`config.mk`:
```
export PLATFORM = sky130hd
export DESIGN_NAME = apcg_top
export DESIGN_NICKNAME = d
export VERILOG_FILES = /design/src/design/apcg_pkg.sv /design/src/design/apcg_gate_if.sv /design/src/design/apcg_gate_slices.sv /design/src/design/apcg_top.sv
export SDC_FILE = /design/constraint.sdc
export NUM_CORES = 1
export LEC_CHECK = 0
export BUFFER_PORTS_ARGS = -buffer_cell sky130_fd_sc_hd__buf_2
export CORE_ASPECT_RATIO = 0.8
export CORE_MARGIN = 5
export CORE_UTILIZATION = 30
export DETAILED_ROUTE_END_ITERATION = 10
export GPL_ROUTABILITY_DRIVEN = 0
export GPL_TIMING_DRIVEN = 1
export HOLD_SLACK_MARGIN = 0.12
export REMOVE_ABC_BUFFERS = 1
export SETUP_SLACK_MARGIN = 0.3
export SLEW_MARGIN = 20
export SYNTH_ARGS = -nofsm -noshare
export SYNTH_HDL_FRONTEND = slang
export SYNTH_HIERARCHICAL = 1
export SYNTH_SLANG_ARGS = --single-unit
```
`constraint.sdc`:
```
create_clock -name clock -period 4.1 [get_ports clock]
set_clock_uncertainty 0.2 [all_clocks]
set_input_delay 0.82 -clock clock [delete_from_list [all_inputs] [get_ports clock]]
set_output_delay 0.82 -clock clock [all_outputs]
set_load 0.01 [all_outputs]
```
`src/design/apcg_pkg.sv`:
```
// Package: register map, field positions and reset values of the analog clock gate
package apcg_pkg;
  localparam logic [3:0] APCG_ADDR_W        = 4'h4;
  localparam logic [3:0] APCG_GATE_OFFSET   = 4'h0;
  localparam logic [3:0] APCG_STATUS_OFFSET = 4'h4;
  localparam logic [7:0] APCG_GATE_RESET    = 8'h00;
  localparam logic [7:0] APCG_GATE_MASK     = 8'h0f;
  localparam int         APCG_CONV_BIT      = 0;
  localparam int         APCG_CMP1_BIT      = 1;
  localparam int         APCG_CMP2_BIT      = 2;
  localparam int         APCG_CTMU_BIT      = 3;
  localparam int         APCG_NUM_GATES     = 4;
  localparam logic [1:0] APCG_RESP_OKAY     = 2'b00;
  localparam logic [1:0] APCG_RESP_SLVERR   = 2'b10;
endpackage : apcg_pkg

```
`src/design/apcg_gate_if.sv`:
```
// Interface: per-peripheral clock and power gate controls
`timescale 1ns/1ps
interface apcg_gate_if;
  import apcg_pkg::*;
  logic [APCG_NUM_GATES-1:0] gate;
  logic [APCG_NUM_GATES-1:0] clk_en;
  logic [APCG_NUM_GATES-1:0] pwr_en;
  logic [APCG_NUM_GATES-1:0] regs_rst;
  logic [APCG_NUM_GATES-1:0] regs_access_en;
  modport ctrl (output gate, input clk_en, pwr_en, regs_rst, regs_access_en);
  modport slice (input gate, output clk_en, pwr_en, regs_rst, regs_access_en);
endinterface : apcg_gate_if

```
`src/design/apcg_gate_slices.sv`:
```
// Per-peripheral gate slices: clock and power enables, register reset on ungate
`timescale 1ns/1ps
module apcg_gate_slices (
  input  wire logic clock,
  input  wire logic srst,
  apcg_gate_if.slice gif
);
  import apcg_pkg::*;

  logic [APCG_NUM_GATES-1:0] gate_d_reg;

  always_ff @(posedge clock) begin
    if (srst) begin
      gate_d_reg <= APCG_GATE_RESET[APCG_NUM_GATES-1:0];
    end else begin
      gate_d_reg <= gif.gate;
    end
  end

  genvar i;
  generate
    for (i = 0; i < APCG_NUM_GATES; i++) begin : g_slice
      assign gif.clk_en[i]         = ~gif.gate[i]; // RULE1 RULE2
      assign gif.pwr_en[i]         = ~gif.gate[i]; // RULE1 RULE2
      // Hold peripheral registers inert while unpowered
      assign gif.regs_access_en[i] = ~gif.gate[i]; // RULE6
      // One-cycle reset pulse on the falling edge of a gate bit
      assign gif.regs_rst[i]       = gate_d_reg[i] & ~gif.gate[i]; // RULE7
    end
  endgenerate

  // Reset clears gates with no pulse; skip the edge right after it
  a_ungate_rst_pulse: assert property (@(posedge clock) disable iff (srst)
    !$past(srst) && $fell(gif.gate[0]) |-> gif.regs_rst[0] ##1 !gif.regs_rst[0])
    else $error("no reset pulse on converter ungate"); // RULE7
  a_gated_no_clock: assert property (@(posedge clock) disable iff (srst)
    gif.gate[3] |-> !gif.clk_en[3] && !gif.pwr_en[3] && !gif.regs_access_en[3])
    else $error("charge timer clocked while gated"); // RULE1
endmodule : apcg_gate_slices

```
`src/design/apcg_top.sv`:
```
// Top: AXI4-Lite gate register controlling analog peripheral clocks and power
`timescale 1ns/1ps
// Summary of operation
// [RULE1] Set bit cuts that peripheral clock, power
// [RULE2] Clear bit keeps peripheral clocked and powered
// [RULE3] Bit three gates charge timer unit
// [RULE4] Bit two gates comparator two
// [RULE5] Bit one gates comparator one
// [RULE6] Gated peripheral ignores writes, reads invalid
// [RULE7] Ungating resets peripheral registers to defaults
// [RULE8] Upper four bits read zero, ignore writes
module apcg_top
  import apcg_pkg::*;
(
  input  wire logic                       clock,
  input  wire logic                       srst,
  input  wire logic [APCG_ADDR_W-1:0]     s_axi_awaddr,
  input  wire logic                       s_axi_awvalid,
  output logic                            s_axi_awready,
  input  wire logic [31:0]                s_axi_wdata,
  input  wire logic [3:0]                 s_axi_wstrb,
  input  wire logic                       s_axi_wvalid,
  output logic                            s_axi_wready,
  output logic [1:0]                      s_axi_bresp,
  output logic                            s_axi_bvalid,
  input  wire logic                       s_axi_bready,
  input  wire logic [APCG_ADDR_W-1:0]     s_axi_araddr,
  input  wire logic                       s_axi_arvalid,
  output logic                            s_axi_arready,
  output logic [31:0]                     s_axi_rdata,
  output logic [1:0]                      s_axi_rresp,
  output logic                            s_axi_rvalid,
  input  wire logic                       s_axi_rready,
  output logic [APCG_NUM_GATES-1:0]       periph_clk_en,
  output logic [APCG_NUM_GATES-1:0]       periph_pwr_en,
  output logic [APCG_NUM_GATES-1:0]       periph_regs_rst,
  output logic [APCG_NUM_GATES-1:0]       periph_access_en
);
  import apcg_pkg::*;

  logic [7:0]             gate_reg;
  logic [APCG_ADDR_W-1:0] awaddr_reg;
  logic                   aw_held_reg;
  logic [31:0]            wdata_reg;
  logic                   wstrb0_reg;
  logic                   w_held_reg;
  logic                   bvalid_reg;
  logic [1:0]             bresp_reg;
  logic                   rvalid_reg;
  logic [1:0]             rresp_reg;
  logic [31:0]            rdata_reg;
  logic                   wr_fire;
  logic                   rd_fire;

  apcg_gate_if gif ();

  // Write channels taken independently, response after both
  assign s_axi_awready = ~aw_held_reg & ~bvalid_reg;
  assign s_axi_wready  = ~w_held_reg & ~bvalid_reg;
  assign wr_fire       = aw_held_reg & w_held_reg & ~bvalid_reg;
  assign s_axi_bvalid  = bvalid_reg;
  assign s_axi_bresp   = bresp_reg;

  always_ff @(posedge clock) begin
    if (srst) begin
      aw_held_reg <= 1'b0;
      awaddr_reg  <= '0;
    end else if (s_axi_awvalid && s_axi_awready) begin
      aw_held_reg <= 1'b1;
      awaddr_reg  <= s_axi_awaddr;
    end else if (wr_fire) begin
      aw_held_reg <= 1'b0;
    end
  end

  always_ff @(posedge clock) begin
    if (srst) begin
      w_held_reg <= 1'b0;
      wdata_reg  <= '0;
      wstrb0_reg <= 1'b0;
    end else if (s_axi_wvalid && s_axi_wready) begin
      w_held_reg <= 1'b1;
      wdata_reg  <= s_axi_wdata;
      wstrb0_reg <= s_axi_wstrb[0];
    end else if (wr_fire) begin
      w_held_reg <= 1'b0;
    end
  end

  always_ff @(posedge clock) begin
    if (srst) begin
      bvalid_reg <= 1'b0;
      bresp_reg  <= APCG_RESP_OKAY;
    end else if (wr_fire) begin
      bvalid_reg <= 1'b1;
      bresp_reg  <= (awaddr_reg == APCG_GATE_OFFSET || awaddr_reg == APCG_STATUS_OFFSET)
                    ? APCG_RESP_OKAY : APCG_RESP_SLVERR;
    end else if (s_axi_bready) begin
      bvalid_reg <= 1'b0;
    end
  end

  // Only the low byte lane holds implemented bits
  always_ff @(posedge clock) begin
    if (srst) begin
      gate_reg <= APCG_GATE_RESET;
    end else if (wr_fire && awaddr_reg == APCG_GATE_OFFSET && wstrb0_reg) begin
      gate_reg <= wdata_reg[7:0] & APCG_GATE_MASK; // RULE8
    end
  end

  assign gif.gate = gate_reg[APCG_NUM_GATES-1:0]; // RULE3 RULE4 RULE5

  apcg_gate_slices u_slices (
    .clock (clock),
    .srst  (srst),
    .gif   (gif)
  );

  assign periph_clk_en    = gif.clk_en;
  assign periph_pwr_en    = gif.pwr_en;
  assign periph_regs_rst  = gif.regs_rst;
  assign periph_access_en = gif.regs_access_en;

  // Read channel: one outstanding read, data registered
  assign s_axi_arready = ~rvalid_reg;
  assign rd_fire       = s_axi_arvalid & ~rvalid_reg;
  assign s_axi_rvalid  = rvalid_reg;
  assign s_axi_rdata   = rdata_reg;
  assign s_axi_rresp   = rresp_reg;

  always_ff @(posedge clock) begin
    if (srst) begin
      rvalid_reg <= 1'b0;
      rdata_reg  <= '0;
      rresp_reg  <= APCG_RESP_OKAY;
    end else if (rd_fire) begin
      rvalid_reg <= 1'b1;
      rresp_reg  <= APCG_RESP_OKAY;
      unique case (s_axi_araddr)
        APCG_GATE_OFFSET:   rdata_reg <= {24'h000000, gate_reg & APCG_GATE_MASK}; // RULE8
        APCG_STATUS_OFFSET: rdata_reg <= {24'h000000, 4'h0, gif.clk_en};
        default: begin
          rdata_reg <= '0;
          rresp_reg <= APCG_RESP_SLVERR;
        end
      endcase
    end else if (s_axi_rready) begin
      rvalid_reg <= 1'b0;
    end
  end

  a_conv_gate_off: assert property (@(posedge clock) disable iff (srst)
    gate_reg[APCG_CONV_BIT] |-> !periph_clk_en[APCG_CONV_BIT] && !periph_pwr_en[APCG_CONV_BIT])
    else $error("converter clock on while gated"); // RULE1
  a_clear_keeps_on: assert property (@(posedge clock) disable iff (srst)
    !gate_reg[APCG_CMP1_BIT] |-> periph_clk_en[APCG_CMP1_BIT] && periph_pwr_en[APCG_CMP1_BIT])
    else $error("comparator one off while ungated"); // RULE2
  a_ctmu_bit_pos: assert property (@(posedge clock) disable iff (srst)
    wr_fire && awaddr_reg == APCG_GATE_OFFSET && wstrb0_reg
    |=> periph_clk_en[APCG_CTMU_BIT] == !$past(wdata_reg[3]))
    else $error("charge timer gate not at bit three"); // RULE3
  a_cmp2_bit_pos: assert property (@(posedge clock) disable iff (srst)
    wr_fire && awaddr_reg == APCG_GATE_OFFSET && wstrb0_reg
    |=> periph_pwr_en[APCG_CMP2_BIT] == !$past(wdata_reg[2]))
    else $error("comparator two gate not at bit two"); // RULE4
  a_cmp1_bit_pos: assert property (@(posedge clock) disable iff (srst)
    wr_fire && awaddr_reg == APCG_GATE_OFFSET && wstrb0_reg
    |=> periph_clk_en[APCG_CMP1_BIT] == !$past(wdata_reg[1]))
    else $error("comparator one gate not at bit one"); // RULE5
  a_gated_access_off: assert property (@(posedge clock) disable iff (srst)
    $rose(gate_reg[APCG_CMP2_BIT]) |-> !periph_access_en[APCG_CMP2_BIT] [*2])
    else $error("gated comparator two still accessible"); // RULE6
  // Reset clears gates with no pulse; skip the edge right after it
  a_ungate_resets: assert property (@(posedge clock) disable iff (srst)
    !$past(srst) && $fell(gate_reg[APCG_CTMU_BIT])
    |-> periph_regs_rst[APCG_CTMU_BIT] ##1 !periph_regs_rst[APCG_CTMU_BIT])
    else $error("charge timer not reset on ungate"); // RULE7
  a_upper_zero: assert property (@(posedge clock) disable iff (srst)
    gate_reg[7:4] == 4'h0)
    else $error("unimplemented gate bits set"); // RULE8
  a_resp_after_both: assert property (@(posedge clock) disable iff (srst)
    wr_fire |=> s_axi_bvalid)
    else $error("write response late");

  c_gate_all: cover property (@(posedge clock) disable iff (srst) gate_reg == APCG_GATE_MASK);
  c_ungate: cover property (@(posedge clock) disable iff (srst) |periph_regs_rst);
  c_read_gate: cover property (@(posedge clock) disable iff (srst)
    rd_fire && s_axi_araddr == APCG_GATE_OFFSET);
  c_bad_addr: cover property (@(posedge clock) disable iff (srst)
    s_axi_rvalid && s_axi_rresp == APCG_RESP_SLVERR);
endmodule : apcg_top

```
* Word-level counts from Yosys, hierarchy flattened
Index checks and enable logic that the tools add are counted.
** Word-level totals
- Bits in registers :: 57
- Bits of input ports :: 51
- Output and inout port bits :: 57
- Word-level logic and storage cells :: 53
** Cells by class
- Equality and inequality tests :: 2
- Mux-type cells :: 10
- Bitwise gates (word level) :: 17
- Reductions and logical operators :: 12
** Operator list (count)
- $and A1 B1 Y1 :: 9
- $eq A4 B3 Y1 const B :: 2
- $logic_not A4 Y1 :: 2
- $not A1 Y1 :: 8
- $pmux W4 S2 :: 1
- $reduce_bool A2 Y1 :: 4
- $mux W1 :: 7
- $logic_and A1 B1 Y1 :: 4
- $mux W2 :: 2
- $reduce_or A2 Y1 :: 1
- $logic_or A1 B1 Y1 :: 1

* Logic depth before layout (Yosys ltp)
- Depth in word-level cells :: 4
- Gate-level depth with buffers :: 4
- Gate-level depth less buffers :: 3

* Cells and area by module
The synthesis kept the hierarchy.
** Modules (own cells, without submodules)
- apcg_top :: times used 1, cells an instance 122, area an instance 1192.4 um2, sequential area each 460.4 um2
- apcg_gate_slices :: times used 1, cells an instance 24, area an instance 205.2 um2, sequential area each 80.1 um2

* Worst setup path before layout
OpenSTA, ideal clock, no wires.
- Path kind :: input port to flip-flop
- Start point :: input port s_axi_awvalid
- End point :: register awaddr_reg[0]
- Setup time :: 128 ps
- Data arrival time :: 1425 ps
- Data required time :: 3772 ps
- Setup slack :: 2347 ps
- Cell stages on the path :: 3
- Path buffers :: 0
- Path through :: nor3b_2 > mux2i_1 > nor2_1
** On the way
- Cells in the longest elaborated chain, start to end :: 1
** RTL lines
- from (decl) :: RTL line apcg_top.sv:18 : input wire logic s_axi_awvalid,
- $logic_and A1 B1 Y1 :: RTL line apcg_top.sv:68 : end else if (s_axi_awvalid && s_axi_awready) begin
- to (signal assigned) :: RTL line apcg_top.sv:70 : awaddr_reg <= s_axi_awaddr;
- to (decl) :: RTL line apcg_top.sv:42 : logic [APCG_ADDR_W-1:0] awaddr_reg;
No other way between the ends.
A chain may end at the register's enable or synchronous reset.

* Final worst setup path
- Start point :: register bvalid_reg, in the netlist s_axi_bvalid
- End point :: output port s_axi_wready
** On the way
- Cells in the longest elaborated chain, start to end :: 2
** RTL lines
- from (decl) :: RTL line apcg_top.sv:47 : logic bvalid_reg;
- from (signal assigned) :: RTL line apcg_top.sv:92 : bvalid_reg <= 1'b0;
- from (signal assigned) :: RTL line apcg_top.sv:95 : bvalid_reg <= 1'b1;
- from (signal assigned) :: RTL line apcg_top.sv:99 : bvalid_reg <= 1'b0;
- $not A1 Y1 :: RTL line apcg_top.sv:59 : assign s_axi_wready = ~w_held_reg & ~bvalid_reg;
- $and A1 B1 Y1 :: RTL line apcg_top.sv:59
- to (decl) :: RTL line apcg_top.sv:23 : output logic s_axi_wready,
No other way between the ends.

==> impl_metrics.tcl <==
set metrics [dict create \
    status "complete, no violations" \
    worstPathArrival_ps 1020 \
    clock_tree.buffer_depth 2 \
    ys_warnings 6 \
    post_cts_hold_buffer_count 0 \
    cp_data_required_time_ps 3080 \
    initial_core_util_pct 30.8 \
    ffs_latches_synth 27 \
    report.final.setup_viol 0 \
    hp-class "reg -> reg" \
    postLayoutCellArea_um2 1560 \
    synth_top_cells_by_area "dfxtp_1 (39%), buf_4 (20%), mux2i_1 (13%)" \
    dieWidth_um 86.3 \
    power_per_cell_area_nw_per_um2 323 \
    synthesis.area_um2 1400 \
    final_nets 235 \
    grt_start_max_net_pins 30 \
    design.die.area_um2 6130 \
    gr-total-overflow 0 \
    final_period_minus_worst_setup_slack_ps 2040 \
    number_of_clock_sinks 27 \
    unrepaired_setup_endpoints_after_global_routing "no" \
    timing.reg2reg.setup_slack_ps 2450 \
    worst_setup_hold_path_clk_slew_ps 90 \
    yosys.cell_count.top_type "buf_4" \
    finalPower_uw 503 \
    dominantRegCellSynth "dfxtp_1" \
    timing.final.hold_violations 0 \
    ys_seq_area_share_pct 38.7 \
    layout-drive-gt1-share_pct 30.1 \
    netlist_top_cells_count "buf_4 (38), dfxtp_1 (27), mux2i_1 (18), nor2_1 (17), nand2b_1 (11)" \
    main_combinational_cell_family_by_area_after_synthesis "buffers and inverters" \
    synthCells 146 \
    min_path_cells 1 \
    detail_route.wirelength_um 2490 \
    drtIter0Drc 21 \
    timing.slew.headroom_pct 67.0 \
    fp.coreArea_um2 4540 \
    crit_fanout 9 \
    post_cts_buffers 0 \
    clock_tree.root_cell "clkbuf_8" \
    postSynth.asyncResetShare_pct 0 \
    fp-row-count 22 \
    tritoncts_clock_tree "yes" \
    grt_antenna_before_repair 0 \
    yosysUniqueCellTypes 21 \
    synth_compound_gate_area_share_pct 4.66 \
    synth_largest_area_cell "dfxtp_1" \
    antenna_cells_inserted 0 \
    final-max-slew-violation-count 0 \
    timing.max_cap.violations 0 \
    end_kind "output port" \
    global_route.usage.total_pct 7.39 \
    clock_latency_ps 260 \
    timing.final.crit_share_pct 49.7 \
    leakage_nw 0.736 \
    grt.busiest_layer "met2" \
    grt_use_met1_pct 9.24 \
    achievable-frequency_mhz 491 \
    tightest_slew_ps 494 \
    fin_setup_tns_ps 0 \
    number_of_global_route_vias_before_repair 792 \
    port_buffers 46 \
    cts_buffers 3 \
    routed-via-count 900 \
    worst_reg2reg_path_length_in_cells 3 \
    top_level_port_count 108 \
    area.growth.synth_to_final_pct 11.4 \
    synth.area.mux_share_pct 12.9 \
    post_synthesis_xor_xnor_area_fraction_pct 0 \
    floorplan_die_height_um 71.1 \
    antenna_violating_nets_post_route 0 \
    detailedRoute.firstPassIterationCount 3 \
    dp_hpwl_um 1990 \
    viasPerCell 3.70 \
    met3_usage_in_global_routing_pct 1.75 \
    critical_path.startpoint_type "flop" \
    synth_adder_area_share_pct 0 \
    max-vdd-ir-drop_mv 0.131 \
    met2_usage_pct 12.7 \
    dpl-instance-area_um2 1510 \
    synth_largest_type_area_fraction_pct 38.7 \
    routed_wire_length_per_instance_um 10.2 \
    synth-simple-area-share_pct 20.6 \
    final.fill_count 492 \
    avgSynthCellArea_um2 9.57 \
    post-route-drc-count 0 \
    cts_repair_resize_count 0 \
    grt_first_pass_wirelength_um 3730 \
    synth_edf_count 0 \
    path_class "reg -> out" \
    cts-htree-levels 1 \
]
[layout make-up]
class,instances,area (um^2),area share [%]
Tap cell,60,75.1,4.82
Multi-Input combinational cell,101,646,41.5
Timing Repair Buffer,46,230,14.8
Sequential cell,27,541,34.7
Clock inverter,1,5.00,0.322
Inverter,5,18.8,1.21
Clock buffer,3,41.3,2.65
[worst paths after layout]
kind,start,end
min,s_axi_rdata[3],s_axi_rdata[3]
max,s_axi_bvalid,s_axi_wready
min reg2reg,s_axi_rdata[3],s_axi_rdata[3]
max reg2reg,awaddr_reg[3],gate_reg[1]
[per-stage QoR]
step | setup slack [ps] | cells | hold WS [ps] | utilization, %
floorplan | 2360 | 133 | 251 | -
detailed placement | 2130 | 239 | 245 | 33.3
global placement | 2120 | 239 | 244 | 33.3
CTS | 2030 | 243 | 268 | 34.3
global route | 1960 | 243 | 291 | 34.3
finish | 2060 | 243 | 263 | 34.3
[cells in the final DEF (no fill, tap or decap), drive strengths merged]
master   count
or3          1
o2bb2ai      4
a21oi        3
dfxtp       27
nand2b      11
nand3b       2
nor2        17
clkbuf       3
inv          5
buf         46
a211oi       2
clkinv       1
mux2i       18
nor4b        1
nor3b        2
nor2b        9
nor3         1
conb        30
[kinds of logic (layout without fill, tap and decap cells)]
| group | after synthesis | after routing |
|---|---|---|
| buffers and inverters | 47 | 55 |
| muxes | 18 | 18 |
| AOI/OAI and AO/OA | 9 | 9 |
| DFF | 27 | 27 |
| other | 1 | 30 |
| and+or+nand+nor | 44 | 44 |
[layer usage]
layer	wire length, um	vias up
met5	0	-
met3	125	2
met1	1110	399
li1	-	477
met4	11	0
met2	1240	22
[critical path: stages (launching register included)]
cell and delay, ps:
dfxtp_1 520, nor2_1 80, buf_2 150
[where the power goes]
group / total [mW] / leakage [nW] / switching [mW] / internal [mW]
Combinational: 0.0736 / 0.490 / 0.0419 / 0.0317
Clock: 0.146 / 0.0255 / 0.0785 / 0.0679
Sequential: 0.283 / 0.220 / 0.00966 / 0.273
No activity file was read; power rests on OpenSTA's default activity.
